### src/host_port_regs_pkg.sv
// Purpose: shared constants for the host port tag and rate limit registers
// Assumes: one 200 MHz clock, AXI4-Lite register access
// Notes: register index times four gives the byte address
package host_port_regs_pkg;
  localparam int ADDR_W = 12;
  localparam int DATA_W = 32;
  localparam int REG_W = 16;
  localparam int REG_N = 6;
  localparam int IDX_W = 10;
  localparam int CODE_W = 7;
  localparam int PRIO_N = 4;
  localparam int PRIO_W = 2;
  localparam int LEN_W = 11;
  localparam int COST_W = 13;
  localparam int ALLOW_W = 16;
  localparam int DIV_W = 16;
  localparam int VID_W = 12;

  // register indices
  localparam logic [IDX_W-1:0] IDX_DEFAULT_TAG = 10'h0A0;
  localparam logic [IDX_W-1:0] IDX_LIMIT_OPTIONS = 10'h0A2;
  localparam logic [IDX_W-1:0] IDX_INGRESS_RATE_LOW = 10'h0A4;
  localparam logic [IDX_W-1:0] IDX_INGRESS_RATE_HIGH = 10'h0A6;
  localparam logic [IDX_W-1:0] IDX_EGRESS_RATE_LOW = 10'h0A8;
  localparam logic [IDX_W-1:0] IDX_EGRESS_RATE_HIGH = 10'h0AA;
  localparam logic [REG_N-1:0][IDX_W-1:0] REG_IDX = {IDX_EGRESS_RATE_HIGH,
    IDX_EGRESS_RATE_LOW, IDX_INGRESS_RATE_HIGH, IDX_INGRESS_RATE_LOW,
    IDX_LIMIT_OPTIONS, IDX_DEFAULT_TAG};
  localparam int SEL_TAG = 0;
  localparam int SEL_OPT = 1;
  localparam int SEL_ING_LO = 2;
  localparam int SEL_ING_HI = 3;
  localparam int SEL_EG_LO = 4;
  localparam int SEL_EG_HI = 5;

  // reset values and writable bits
  localparam logic [REG_W-1:0] TAG_RST = 16'h0001;
  localparam logic [REG_W-1:0] ZERO_RST = 16'h0000;
  localparam logic [REG_N-1:0][REG_W-1:0] REG_RST = {ZERO_RST, ZERO_RST, ZERO_RST,
    ZERO_RST, ZERO_RST, TAG_RST};
  localparam logic [REG_N-1:0][REG_W-1:0] REG_WMASK = {16'h7F7F, 16'h7FFF, 16'h7F7F,
    16'h7F7F, 16'h00FF, 16'hFFFF};

  // field positions
  localparam int TAG_VID_LSB = 0;
  localparam int TAG_CFI_BIT = 12;
  localparam int TAG_PRI_LSB = 13;
  localparam int OPT_PRE_BIT = 0;
  localparam int OPT_GAP_BIT = 1;
  localparam int OPT_MODE_LSB = 2;
  localparam int RATE_LO_LSB = 0;
  localparam int RATE_HI_LSB = 8;
  localparam int EG_EN_BIT = 7;

  // ingress limit modes
  localparam logic [1:0] MODE_ALL = 2'h0;
  localparam logic [1:0] MODE_BMC_FLOOD = 2'h1;
  localparam logic [1:0] MODE_BMC = 2'h2;
  localparam logic [1:0] MODE_BCAST = 2'h3;

  // per-frame overhead bytes
  localparam logic [COST_W-1:0] GAP_BYTES = 13'h00C;
  localparam logic [COST_W-1:0] PRE_BYTES = 13'h008;

  // credit refill window
  localparam int CLK_PERIOD_NS = 5;
  localparam int REFILL_NS = 1000;
  localparam int REFILL_CYC = REFILL_NS / CLK_PERIOD_NS;

  localparam logic [1:0] RESP_OKAY = 2'h0;
  localparam logic [1:0] RESP_SLVERR = 2'h2;
endpackage : host_port_regs_pkg

### src/rate_if.sv
// Purpose: config, frame event and verdict between port logic and a rate meter
// Assumes: same clock on both sides
// Notes: one instance per direction
`timescale 1ns/10ps
interface rate_if;
  logic [host_port_regs_pkg::PRIO_N-1:0][host_port_regs_pkg::CODE_W-1:0] code;
  logic [host_port_regs_pkg::PRIO_N-1:0][host_port_regs_pkg::ALLOW_W-1:0] allow;
  logic gap_en;
  logic pre_en;
  logic limit_en;
  logic frm_valid;
  logic [host_port_regs_pkg::PRIO_W-1:0] frm_prio;
  logic [host_port_regs_pkg::LEN_W-1:0] frm_len;
  logic frm_counted;
  logic res_done;
  logic res_pass;
  modport ctl(output code, allow, gap_en, pre_en, limit_en, frm_valid, frm_prio,
    frm_len, frm_counted, input res_done, res_pass);
  modport meter(input code, allow, gap_en, pre_en, limit_en, frm_valid, frm_prio,
    frm_len, frm_counted, output res_done, res_pass);
endinterface : rate_if

### src/default_tag_select.sv
// Purpose: pick the tag and lookup vid of an ingress frame
// Assumes: combinational, registered by the caller
// Notes: null vid counts as absent for lookup only
`timescale 1ns/10ps
module default_tag_select (
  input wire logic [host_port_regs_pkg::REG_W-1:0] def_tag,
  input wire logic frm_tagged,
  input wire logic [host_port_regs_pkg::REG_W-1:0] frm_tag,
  output logic [host_port_regs_pkg::REG_W-1:0] eff_tag,
  output logic [host_port_regs_pkg::VID_W-1:0] lookup_vid
);
  wire [host_port_regs_pkg::VID_W-1:0] frm_vid =
    frm_tag[host_port_regs_pkg::TAG_VID_LSB +: host_port_regs_pkg::VID_W];
  wire [host_port_regs_pkg::VID_W-1:0] def_vid =
    def_tag[host_port_regs_pkg::TAG_VID_LSB +: host_port_regs_pkg::VID_W];
  wire use_def_vid = !frm_tagged || (frm_vid == 12'h000);

  assign eff_tag = frm_tagged ? frm_tag : def_tag;
  assign lookup_vid = use_def_vid ? def_vid : frm_vid;
endmodule : default_tag_select

### src/rate_meter.sv
// Purpose: per-priority byte credit check for one direction
// Assumes: allowance per window comes from the external rate table
// Notes: buckets start empty and fill at the first window tick
`timescale 1ns/10ps
module rate_meter #(
  parameter int REFILL_CYC = host_port_regs_pkg::REFILL_CYC
) (
  input wire logic clk,
  input wire logic arst_n,
  rate_if.meter rif
);
  localparam int PN = host_port_regs_pkg::PRIO_N;
  localparam int AW = host_port_regs_pkg::ALLOW_W;
  localparam int CW = host_port_regs_pkg::COST_W;
  localparam int DW = host_port_regs_pkg::DIV_W;
  localparam int PW = host_port_regs_pkg::PRIO_W;

  logic [DW-1:0] div_reg;
  logic [AW-1:0] bucket_reg [PN];

  // window divider
  wire tick = div_reg == DW'(REFILL_CYC - 1);
  wire [CW-1:0] gap_add = rif.gap_en ? host_port_regs_pkg::GAP_BYTES : 13'h0000;
  wire [CW-1:0] pre_add = rif.pre_en ? host_port_regs_pkg::PRE_BYTES : 13'h0000;
  wire [CW-1:0] cost = CW'(rif.frm_len) + gap_add + pre_add;
  wire [AW-1:0] cost_w = AW'(cost);
  wire [AW-1:0] cur = bucket_reg[rif.frm_prio];
  wire code_zero = rif.code[rif.frm_prio] == 7'h00;
  wire charged = rif.frm_valid && rif.frm_counted && rif.limit_en && !code_zero;
  wire fits = cur >= cost_w;

  always_ff @(posedge clk or negedge arst_n) begin
    if (!arst_n) begin
      div_reg <= '0;
    end else begin
      div_reg <= tick ? '0 : div_reg + 1'b1;
    end
  end

  for (genvar p = 0; p < PN; p++) begin : g_bucket
    always_ff @(posedge clk or negedge arst_n) begin
      if (!arst_n) begin
        bucket_reg[p] <= '0;
      end else if (tick) begin
        bucket_reg[p] <= rif.allow[p];
      end else if (charged && fits && rif.frm_prio == PW'(p)) begin
        bucket_reg[p] <= bucket_reg[p] - cost_w;
      end
    end
  end

  always_ff @(posedge clk or negedge arst_n) begin
    if (!arst_n) begin
      rif.res_done <= 1'b0;
      rif.res_pass <= 1'b0;
    end else begin
      rif.res_done <= rif.frm_valid;
      rif.res_pass <= rif.frm_valid && (!charged || fits);
    end
  end
endmodule : rate_meter

### src/host_port_tag_rate_limit_regs.sv
// Purpose: host port default tag and rate limit registers with their datapath
// Assumes: AXI4-Lite slave, one clock, frame events from same-clock switch logic
// Notes: one write and one read outstanding; unmapped addresses answer SLVERR
//
// Contract
// - the default tag holds a 12-bit vid in bits 11-0 reset 0x001 and priority in 15-13 reset 0.
// - bit 12 of the default tag is its CFI bit, reset 0.
// - untagged host port frames take the default tag, also used when tagging them on egress; no egress tagging here, only the default_tag output.
// - untagged or null-vid ingress frames use the default vid for address lookup.
// - the ingress mode field picks counted frames: all, bc+mc+flood, bc+mc, bc only.
// - with count-gap set each frame is charged twelve extra bytes both ways.
// - with count-preamble set each frame is charged eight extra bytes both ways.
// - ingress rate low holds priority 1 code in bits 14-8 and priority 0 in 6-0.
// - ingress rate high holds priority 3 code in bits 14-8 and priority 2 in 6-0.
// - a zero code, the reset value, imposes no limit.
// - bit 7 of egress rate low enables egress limiting, reset off.
// - egress rate low holds priority 1 code in bits 14-8 and priority 0 in 6-0.
// - egress rate high holds priority 3 code in bits 14-8 and priority 2 in 6-0.
//
// Chosen here: register access over AXI4-Lite.
`timescale 1ns/10ps
module host_port_tag_rate_limit_regs #(
  parameter int REFILL_CYC = host_port_regs_pkg::REFILL_CYC
) (
  input wire logic clk,
  input wire logic arst_n,
  input wire logic [host_port_regs_pkg::ADDR_W-1:0] s_axi_awaddr,
  input wire logic s_axi_awvalid,
  output logic s_axi_awready,
  input wire logic [host_port_regs_pkg::DATA_W-1:0] s_axi_wdata,
  input wire logic [3:0] s_axi_wstrb,
  input wire logic s_axi_wvalid,
  output logic s_axi_wready,
  output logic [1:0] s_axi_bresp,
  output logic s_axi_bvalid,
  input wire logic s_axi_bready,
  input wire logic [host_port_regs_pkg::ADDR_W-1:0] s_axi_araddr,
  input wire logic s_axi_arvalid,
  output logic s_axi_arready,
  output logic [host_port_regs_pkg::DATA_W-1:0] s_axi_rdata,
  output logic [1:0] s_axi_rresp,
  output logic s_axi_rvalid,
  input wire logic s_axi_rready,
  input wire logic ing_valid,
  input wire logic ing_tagged,
  input wire logic [host_port_regs_pkg::REG_W-1:0] ing_tag,
  input wire logic [host_port_regs_pkg::PRIO_W-1:0] ing_prio,
  input wire logic [host_port_regs_pkg::LEN_W-1:0] ing_len,
  input wire logic ing_bcast,
  input wire logic ing_mcast,
  input wire logic ing_flood,
  input wire logic [63:0] ing_allow,
  output logic [host_port_regs_pkg::REG_W-1:0] ing_eff_tag,
  output logic [host_port_regs_pkg::VID_W-1:0] ing_lookup_vid,
  output logic ing_done,
  output logic ing_pass,
  output logic [27:0] ing_codes,
  input wire logic eg_valid,
  input wire logic [host_port_regs_pkg::PRIO_W-1:0] eg_prio,
  input wire logic [host_port_regs_pkg::LEN_W-1:0] eg_len,
  input wire logic [63:0] eg_allow,
  output logic eg_done,
  output logic eg_pass,
  output logic [27:0] eg_codes,
  output logic [host_port_regs_pkg::REG_W-1:0] default_tag
);
  localparam int RN = host_port_regs_pkg::REG_N;
  localparam int RW = host_port_regs_pkg::REG_W;
  localparam int IW = host_port_regs_pkg::IDX_W;
  localparam int CWD = host_port_regs_pkg::CODE_W;
  localparam int HI = host_port_regs_pkg::RATE_HI_LSB;
  localparam int LO = host_port_regs_pkg::RATE_LO_LSB;

  logic [RW-1:0] regs_reg [RN];
  logic aw_have_reg;
  logic w_have_reg;
  logic [IW-1:0] awidx_reg;
  logic [RW-1:0] wdata_reg;
  logic [1:0] wstrb_reg;
  logic [RW-1:0] eff_tag_next;
  logic [host_port_regs_pkg::VID_W-1:0] lookup_vid_next;

  rate_if ing_rif ();
  rate_if eg_rif ();

  // write path decode
  wire do_wr = aw_have_reg && w_have_reg && !s_axi_bvalid;
  wire [RW-1:0] byte_mask = {{8{wstrb_reg[1]}}, {8{wstrb_reg[0]}}};
  wire [RN-1:0] wr_hit;
  wire [RN-1:0] rd_hit;
  wire [IW-1:0] ar_idx = s_axi_araddr[host_port_regs_pkg::ADDR_W-1:2];
  wire wr_mapped = |wr_hit;
  wire rd_mapped = |rd_hit;
  logic [RW-1:0] rd_word;

  for (genvar i = 0; i < RN; i++) begin : g_reg
    assign wr_hit[i] = awidx_reg == host_port_regs_pkg::REG_IDX[i];
    assign rd_hit[i] = ar_idx == host_port_regs_pkg::REG_IDX[i];
    wire [RW-1:0] wmask = byte_mask & host_port_regs_pkg::REG_WMASK[i];
    wire [RW-1:0] reg_next = (regs_reg[i] & ~wmask) | (wdata_reg & wmask);
    always_ff @(posedge clk or negedge arst_n) begin
      if (!arst_n) begin
        regs_reg[i] <= host_port_regs_pkg::REG_RST[i];
      end else if (do_wr && wr_hit[i]) begin
        regs_reg[i] <= reg_next;
      end
    end
  end

  always_comb begin
    rd_word = '0;
    for (int k = 0; k < RN; k++) begin
      if (rd_hit[k]) begin
        rd_word = regs_reg[k];
      end
    end
  end

  // write address and data, taken in either order
  always_ff @(posedge clk or negedge arst_n) begin
    if (!arst_n) begin
      aw_have_reg <= 1'b0;
      awidx_reg <= '0;
      s_axi_awready <= 1'b0;
    end else if (s_axi_awvalid && s_axi_awready) begin
      aw_have_reg <= 1'b1;
      awidx_reg <= s_axi_awaddr[host_port_regs_pkg::ADDR_W-1:2];
      s_axi_awready <= 1'b0;
    end else if (do_wr) begin
      aw_have_reg <= 1'b0;
    end else begin
      s_axi_awready <= !aw_have_reg && !s_axi_bvalid;
    end
  end

  always_ff @(posedge clk or negedge arst_n) begin
    if (!arst_n) begin
      w_have_reg <= 1'b0;
      wdata_reg <= '0;
      wstrb_reg <= '0;
      s_axi_wready <= 1'b0;
    end else if (s_axi_wvalid && s_axi_wready) begin
      w_have_reg <= 1'b1;
      wdata_reg <= s_axi_wdata[RW-1:0];
      wstrb_reg <= s_axi_wstrb[1:0];
      s_axi_wready <= 1'b0;
    end else if (do_wr) begin
      w_have_reg <= 1'b0;
    end else begin
      s_axi_wready <= !w_have_reg && !s_axi_bvalid;
    end
  end

  always_ff @(posedge clk or negedge arst_n) begin
    if (!arst_n) begin
      s_axi_bvalid <= 1'b0;
      s_axi_bresp <= host_port_regs_pkg::RESP_OKAY;
    end else if (do_wr) begin
      s_axi_bvalid <= 1'b1;
      s_axi_bresp <= wr_mapped ? host_port_regs_pkg::RESP_OKAY : host_port_regs_pkg::RESP_SLVERR;
    end else if (s_axi_bready) begin
      s_axi_bvalid <= 1'b0;
    end
  end

  // read path
  always_ff @(posedge clk or negedge arst_n) begin
    if (!arst_n) begin
      s_axi_arready <= 1'b0;
      s_axi_rvalid <= 1'b0;
      s_axi_rdata <= '0;
      s_axi_rresp <= host_port_regs_pkg::RESP_OKAY;
    end else if (s_axi_arvalid && s_axi_arready) begin
      s_axi_arready <= 1'b0;
      s_axi_rvalid <= 1'b1;
      s_axi_rdata <= {16'h0000, rd_word};
      s_axi_rresp <= rd_mapped ? host_port_regs_pkg::RESP_OKAY : host_port_regs_pkg::RESP_SLVERR;
    end else if (s_axi_rvalid && s_axi_rready) begin
      s_axi_rvalid <= 1'b0;
    end else begin
      s_axi_arready <= !s_axi_rvalid;
    end
  end

  // field views
  wire [RW-1:0] tag_q = regs_reg[host_port_regs_pkg::SEL_TAG];
  wire [RW-1:0] opt_q = regs_reg[host_port_regs_pkg::SEL_OPT];
  wire [1:0] mode = opt_q[host_port_regs_pkg::OPT_MODE_LSB +: 2];
  wire gap_en = opt_q[host_port_regs_pkg::OPT_GAP_BIT];
  wire pre_en = opt_q[host_port_regs_pkg::OPT_PRE_BIT];
  wire [RW-1:0] il_q = regs_reg[host_port_regs_pkg::SEL_ING_LO];
  wire [RW-1:0] ih_q = regs_reg[host_port_regs_pkg::SEL_ING_HI];
  wire [RW-1:0] el_q = regs_reg[host_port_regs_pkg::SEL_EG_LO];
  wire [RW-1:0] eh_q = regs_reg[host_port_regs_pkg::SEL_EG_HI];
  wire [4*CWD-1:0] ing_code_w = {ih_q[HI +: CWD], ih_q[LO +: CWD],
    il_q[HI +: CWD], il_q[LO +: CWD]};
  wire [4*CWD-1:0] eg_code_w = {eh_q[HI +: CWD], eh_q[LO +: CWD],
    el_q[HI +: CWD], el_q[LO +: CWD]};

  // ingress frame class against the limit mode
  wire bmc = ing_bcast || ing_mcast;
  wire ing_counted = (mode == host_port_regs_pkg::MODE_ALL) ||
    (mode == host_port_regs_pkg::MODE_BMC_FLOOD && (bmc || ing_flood)) ||
    (mode == host_port_regs_pkg::MODE_BMC && bmc) ||
    (mode == host_port_regs_pkg::MODE_BCAST && ing_bcast);

  default_tag_select u_tag_sel (
    .def_tag(tag_q),
    .frm_tagged(ing_tagged),
    .frm_tag(ing_tag),
    .eff_tag(eff_tag_next),
    .lookup_vid(lookup_vid_next)
  );

  always_ff @(posedge clk or negedge arst_n) begin
    if (!arst_n) begin
      ing_eff_tag <= '0;
      ing_lookup_vid <= '0;
    end else if (ing_valid) begin
      ing_eff_tag <= eff_tag_next;
      ing_lookup_vid <= lookup_vid_next;
    end
  end

  assign ing_rif.code = ing_code_w;
  assign ing_rif.allow = ing_allow;
  assign ing_rif.gap_en = gap_en;
  assign ing_rif.pre_en = pre_en;
  assign ing_rif.limit_en = 1'b1;
  assign ing_rif.frm_valid = ing_valid;
  assign ing_rif.frm_prio = ing_prio;
  assign ing_rif.frm_len = ing_len;
  assign ing_rif.frm_counted = ing_counted;
  assign eg_rif.code = eg_code_w;
  assign eg_rif.allow = eg_allow;
  assign eg_rif.gap_en = gap_en;
  assign eg_rif.pre_en = pre_en;
  assign eg_rif.limit_en = el_q[host_port_regs_pkg::EG_EN_BIT];
  assign eg_rif.frm_valid = eg_valid;
  assign eg_rif.frm_prio = eg_prio;
  assign eg_rif.frm_len = eg_len;
  assign eg_rif.frm_counted = 1'b1;

  rate_meter #(.REFILL_CYC(REFILL_CYC)) u_ing_meter (
    .clk(clk),
    .arst_n(arst_n),
    .rif(ing_rif.meter)
  );

  rate_meter #(.REFILL_CYC(REFILL_CYC)) u_eg_meter (
    .clk(clk),
    .arst_n(arst_n),
    .rif(eg_rif.meter)
  );

  assign ing_done = ing_rif.res_done;
  assign ing_pass = ing_rif.res_pass;
  assign eg_done = eg_rif.res_done;
  assign eg_pass = eg_rif.res_pass;
  assign ing_codes = ing_code_w;
  assign eg_codes = eg_code_w;
  assign default_tag = tag_q;
endmodule : host_port_tag_rate_limit_regs

### config.mk
export PLATFORM = sky130hd
export DESIGN_NAME = host_port_tag_rate_limit_regs
export DESIGN_NICKNAME = d
export VERILOG_FILES = /design/src/host_port_regs_pkg.sv /design/src/rate_if.sv /design/src/default_tag_select.sv /design/src/rate_meter.sv /design/src/host_port_tag_rate_limit_regs.sv
export SDC_FILE = /design/constraint.sdc
export NUM_CORES = 1
export LEC_CHECK = 0
export BUFFER_PORTS_ARGS = -buffer_cell sky130_fd_sc_hd__buf_2
export CAP_MARGIN = 20
export CORE_MARGIN = 5
export CORE_UTILIZATION = 25
export DETAILED_ROUTE_END_ITERATION = 8
export PLACE_DENSITY_LB_ADDON = 0.25
export SLEW_MARGIN = 5
export SYNTH_ARGS = -nofsm -noshare
export SYNTH_HDL_FRONTEND = slang
export SYNTH_SLANG_ARGS = --single-unit
export TNS_END_PERCENT = 100
### constraint.sdc
create_clock -name clk -period 10.9 [get_ports clk]
set_clock_uncertainty 0.2 [all_clocks]
set_input_delay 1.09 -clock clk [delete_from_list [all_inputs] [get_ports clk]]
set_output_delay 1.09 -clock clk [all_outputs]
set_load 0.005 [all_outputs]
==> results.txt <==
outcome -> completed
Remaining DRCs -> 0
Hold Fails Final Rpt -> 0
critical path's largest stage delay -> 800 ps
initial antenna violation count -> 7
largest net degree at the start of global routing -> 152
TritonCTS clock tree -> yes
dpl ws -> 4493 ps
grt ovf -> 0
Max clock buf depth -> 3
die width -> 300.0 um
first-pass GRT wire length -> 110,200 um
FFs w/ async S/R, synth -> 100.0%
final net count -> 2,864
most common cell in the netlist -> dfrtp_1
f_max -> 168.8 MHz
Final GP Congestion -> 0.8827
Wirelength per Cell -> 20.13 um
WHS Path Cells -> 1
critical path type -> flop to flop
CTS buffer count -> 44
leading post-synthesis cells by cell area -> dfrtp_1 (39%), ha_1 (7.7%), mux2_2 (6.7%)
cell type group with the largest total delay on the critical path -> compound AO/OA/AOI/OAI gates
# IOs -> 388
Port Buf Inserts -> 347
Setup crit end kind -> flop
share of layout cells above drive strength 1 -> 25.31%
RSZ-0062 raised after global routing -> false
CP max stage cell -> a21oi_2
Clk pwr share -> 35.5%
YS warnings -> 0
dpl hpwl -> 55,670 um
Reg clk slew, reported paths -> 60 ps
final worst path period need -> 5925 ps
distinct cell type count after synthesis -> 80
Root Driver -> clkbuf_16
# setup viols final -> 0
Die Y -> 300.0 um
fin. max-slew vios -> 0
internal power -> 3040 uW
Worst Setup Start Kind -> flop
share of the synthesized area in the top cell type -> 38.67%
hold buffers post-CTS -> 0
worst skew pair latency -> 590 ps
Commonest cells post-synth -> dfrtp_1 (325), nand2_1 (201), nor2_1 (187)
R2R cell count -> 15
clk sink count -> 326
number of synthesized flops with an enable pin -> 0
TNS Setup -> 0 ps
worst-path cell chain -> ha_1 > fa_1 > xor2_1 > nand2_1 > a2111oi_4 > xor2_1 > ha_1 > o211ai_1 > o21ai_0 > and3_1 > a31oi_1 > buf_4 > a21oi_2 > o211ai_1 > a221o_1
gr usage total -> 15.60%
routed wire length -> 72,500 um
hold path endpoint -> s_axi_arready
pwr/cell area -> 179.2 nW/um2
PostCTS Resize Cnt -> 0
VDD IR max -> 0.0001038 V
worst setup margin -> 4975 ps
Yosys reg bits -> 326
Sw Pwr -> 1545 uW
Max Cap Viol -> 0
syn avg cell area -> 9.818 um2
P_leak -> 0.01186 uW
cell taking the most area after synthesis -> dfrtp_1
Post-CTS Setup Bufs -> 0
CP arrival -> 6200 ps
Syn Std Cell Area -> 21,030 um2
Mapped Cells -> 2,142
vias in the first global route -> 18,120
DR pass1 iterations -> 7
CP required -> 11,170 ps
routed vias/inst -> 4.917
crit path max fanout -> 16
Worst-Margin Slew -> 1119 ps
reg2reg end -> u_eg_meter.bucket_reg[62]
hold wc startpoint -> s_axi_rvalid
fin crit share -> 54.36%
core area -> 83,560 um2
Rel. slew slack -> 24.97%
Starting DRT DRC Count -> 1,110
Area Overhead vs Synth -> 21.68%
Hold Path Class -> flop to flop
R2R Setup Slk -> 4970 ps
CTS H-tree depth -> 2
Comb pwr share -> 28.5%
critical path buffer and inverter count -> 1
top_reg_cell synth -> dfrtp_1
Die Area -> 90,020 um2
register area share after synthesis -> 38.80%
Rows -> 106
DRT antenna net count -> 0
via count -> 17,710
Starting Density -> 25.17%
Switching Share -> 33.71%
sequential share of power -> 36.0%
## per-stage QoR
stage | utilization, % | hold WS [ps] | cells | area, um2 | power (uW)
finish | 30.63 | 262.2 | 3601 | 25590 | 4585
global route | 30.62 | 291.9 | 3598 | 25580 | 4880
global placement | 28.64 | 253.0 | 3513 | 23930 | 2934
detailed placement | 28.65 | 262.5 | 3514 | 23940 | 2968
floorplan | - | 242.9 | 2163 | 21110 | 2552
CTS | 30.59 | 275.4 | 3596 | 25560 | 4644
## cells in the final DEF, fill, tap and decap left out, types with 10 or more instances in the layout
cell	instances
clkbuf_16	44
o211ai_1	20
a21oi_1	95
nor4_1	21
inv_1	64
clkinv_2	10
nand2_1	201
o21ai_0	141
and3_1	17
mux4_2	26
or3_1	22
dfrtp_1	325
xor2_1	35
mux2i_1	105
buf_4	21
and2_1	13
nand4_1	18
o31ai_1	15
nor2b_1	21
o21a_1	21
ha_1	129
mux2_2	125
nand2b_1	18
conb_1	23
a21o_1	13
nor3_1	35
nand3_1	56
a211oi_1	14
a22oi_1	20
or2_2	14
fa_1	11
or4_1	17
buf_2	346
a31oi_1	40
nor2_1	187
xnor2_1	80
a221oi_1	13
## per-layer routing
metal / global-route usage (%) / routed length, um / vias up
met1: 20.28 / 31750 / 8676
met4: 5.011 / 2339 / 6
met2: 25.58 / 33740 / 436
met5: 0 / 41 / -
met3: 3.885 / 4632 / 106
li1: - / - / 8482
## logic make-up (layout without fill, tap and decap cells)
family | count (synthesis) | count (layout) | synth area share (%)
multiplexers | 256 | 256 | 14.48
AO/OA/AOI/OAI | 456 | 456 | 13.95
flip-flops | 326 | 326 | 38.80
other | 2 | 27 | 0.03571
adder cells (fa/ha/maj) | 145 | 145 | 8.960
AND/OR/NAND/NOR | 679 | 679 | 15.58
XOR/XNOR | 116 | 116 | 4.920
buffers and inverters | 162 | 516 | 3.290
## cell type report
cell class | count | area, um2
Fill cell | 8749 | 57970
Multi-Input combinational cell | 1675 | 12260
Sequential cell | 326 | 8159
Timing Repair Buffer | 370 | 1944
Tap cell | 1080 | 1351
Clock buffer | 54 | 1189
Clock inverter | 28 | 435.4
Inverter | 64 | 240.2
Antenna cell | 4 | 10.01
## power groups by stage
stage / clock [uW] / sequential, uW / combinational [uW]
after floorplan: 0 / 1570 / 981
after global placement: 0 / 1660 / 1280
after detailed placement: 0 / 1670 / 1300
after CTS: 1680 / 1650 / 1310
after global routing: 1730 / 1680 / 1470
final: 1630 / 1650 / 1310
## worst max-delay path by stage
stage	start	slack [ps]	cells past startpoint	endpoint
final	flop	4970	15	u_eg_meter.bucket_reg[62]
after global routing	flop	4520	18	u_eg_meter.bucket_reg[62]
after CTS	flop	4950	15	u_eg_meter.bucket_reg[62]
after detailed placement	eg_len[2]	4490	16	u_eg_meter.bucket_reg[62]
after global placement	eg_len[2]	4590	16	u_eg_meter.bucket_reg[62]
after floorplan	eg_prio[1]	5300	15	u_eg_meter.bucket_reg[28]
Power figures use the tool's default switching activity.
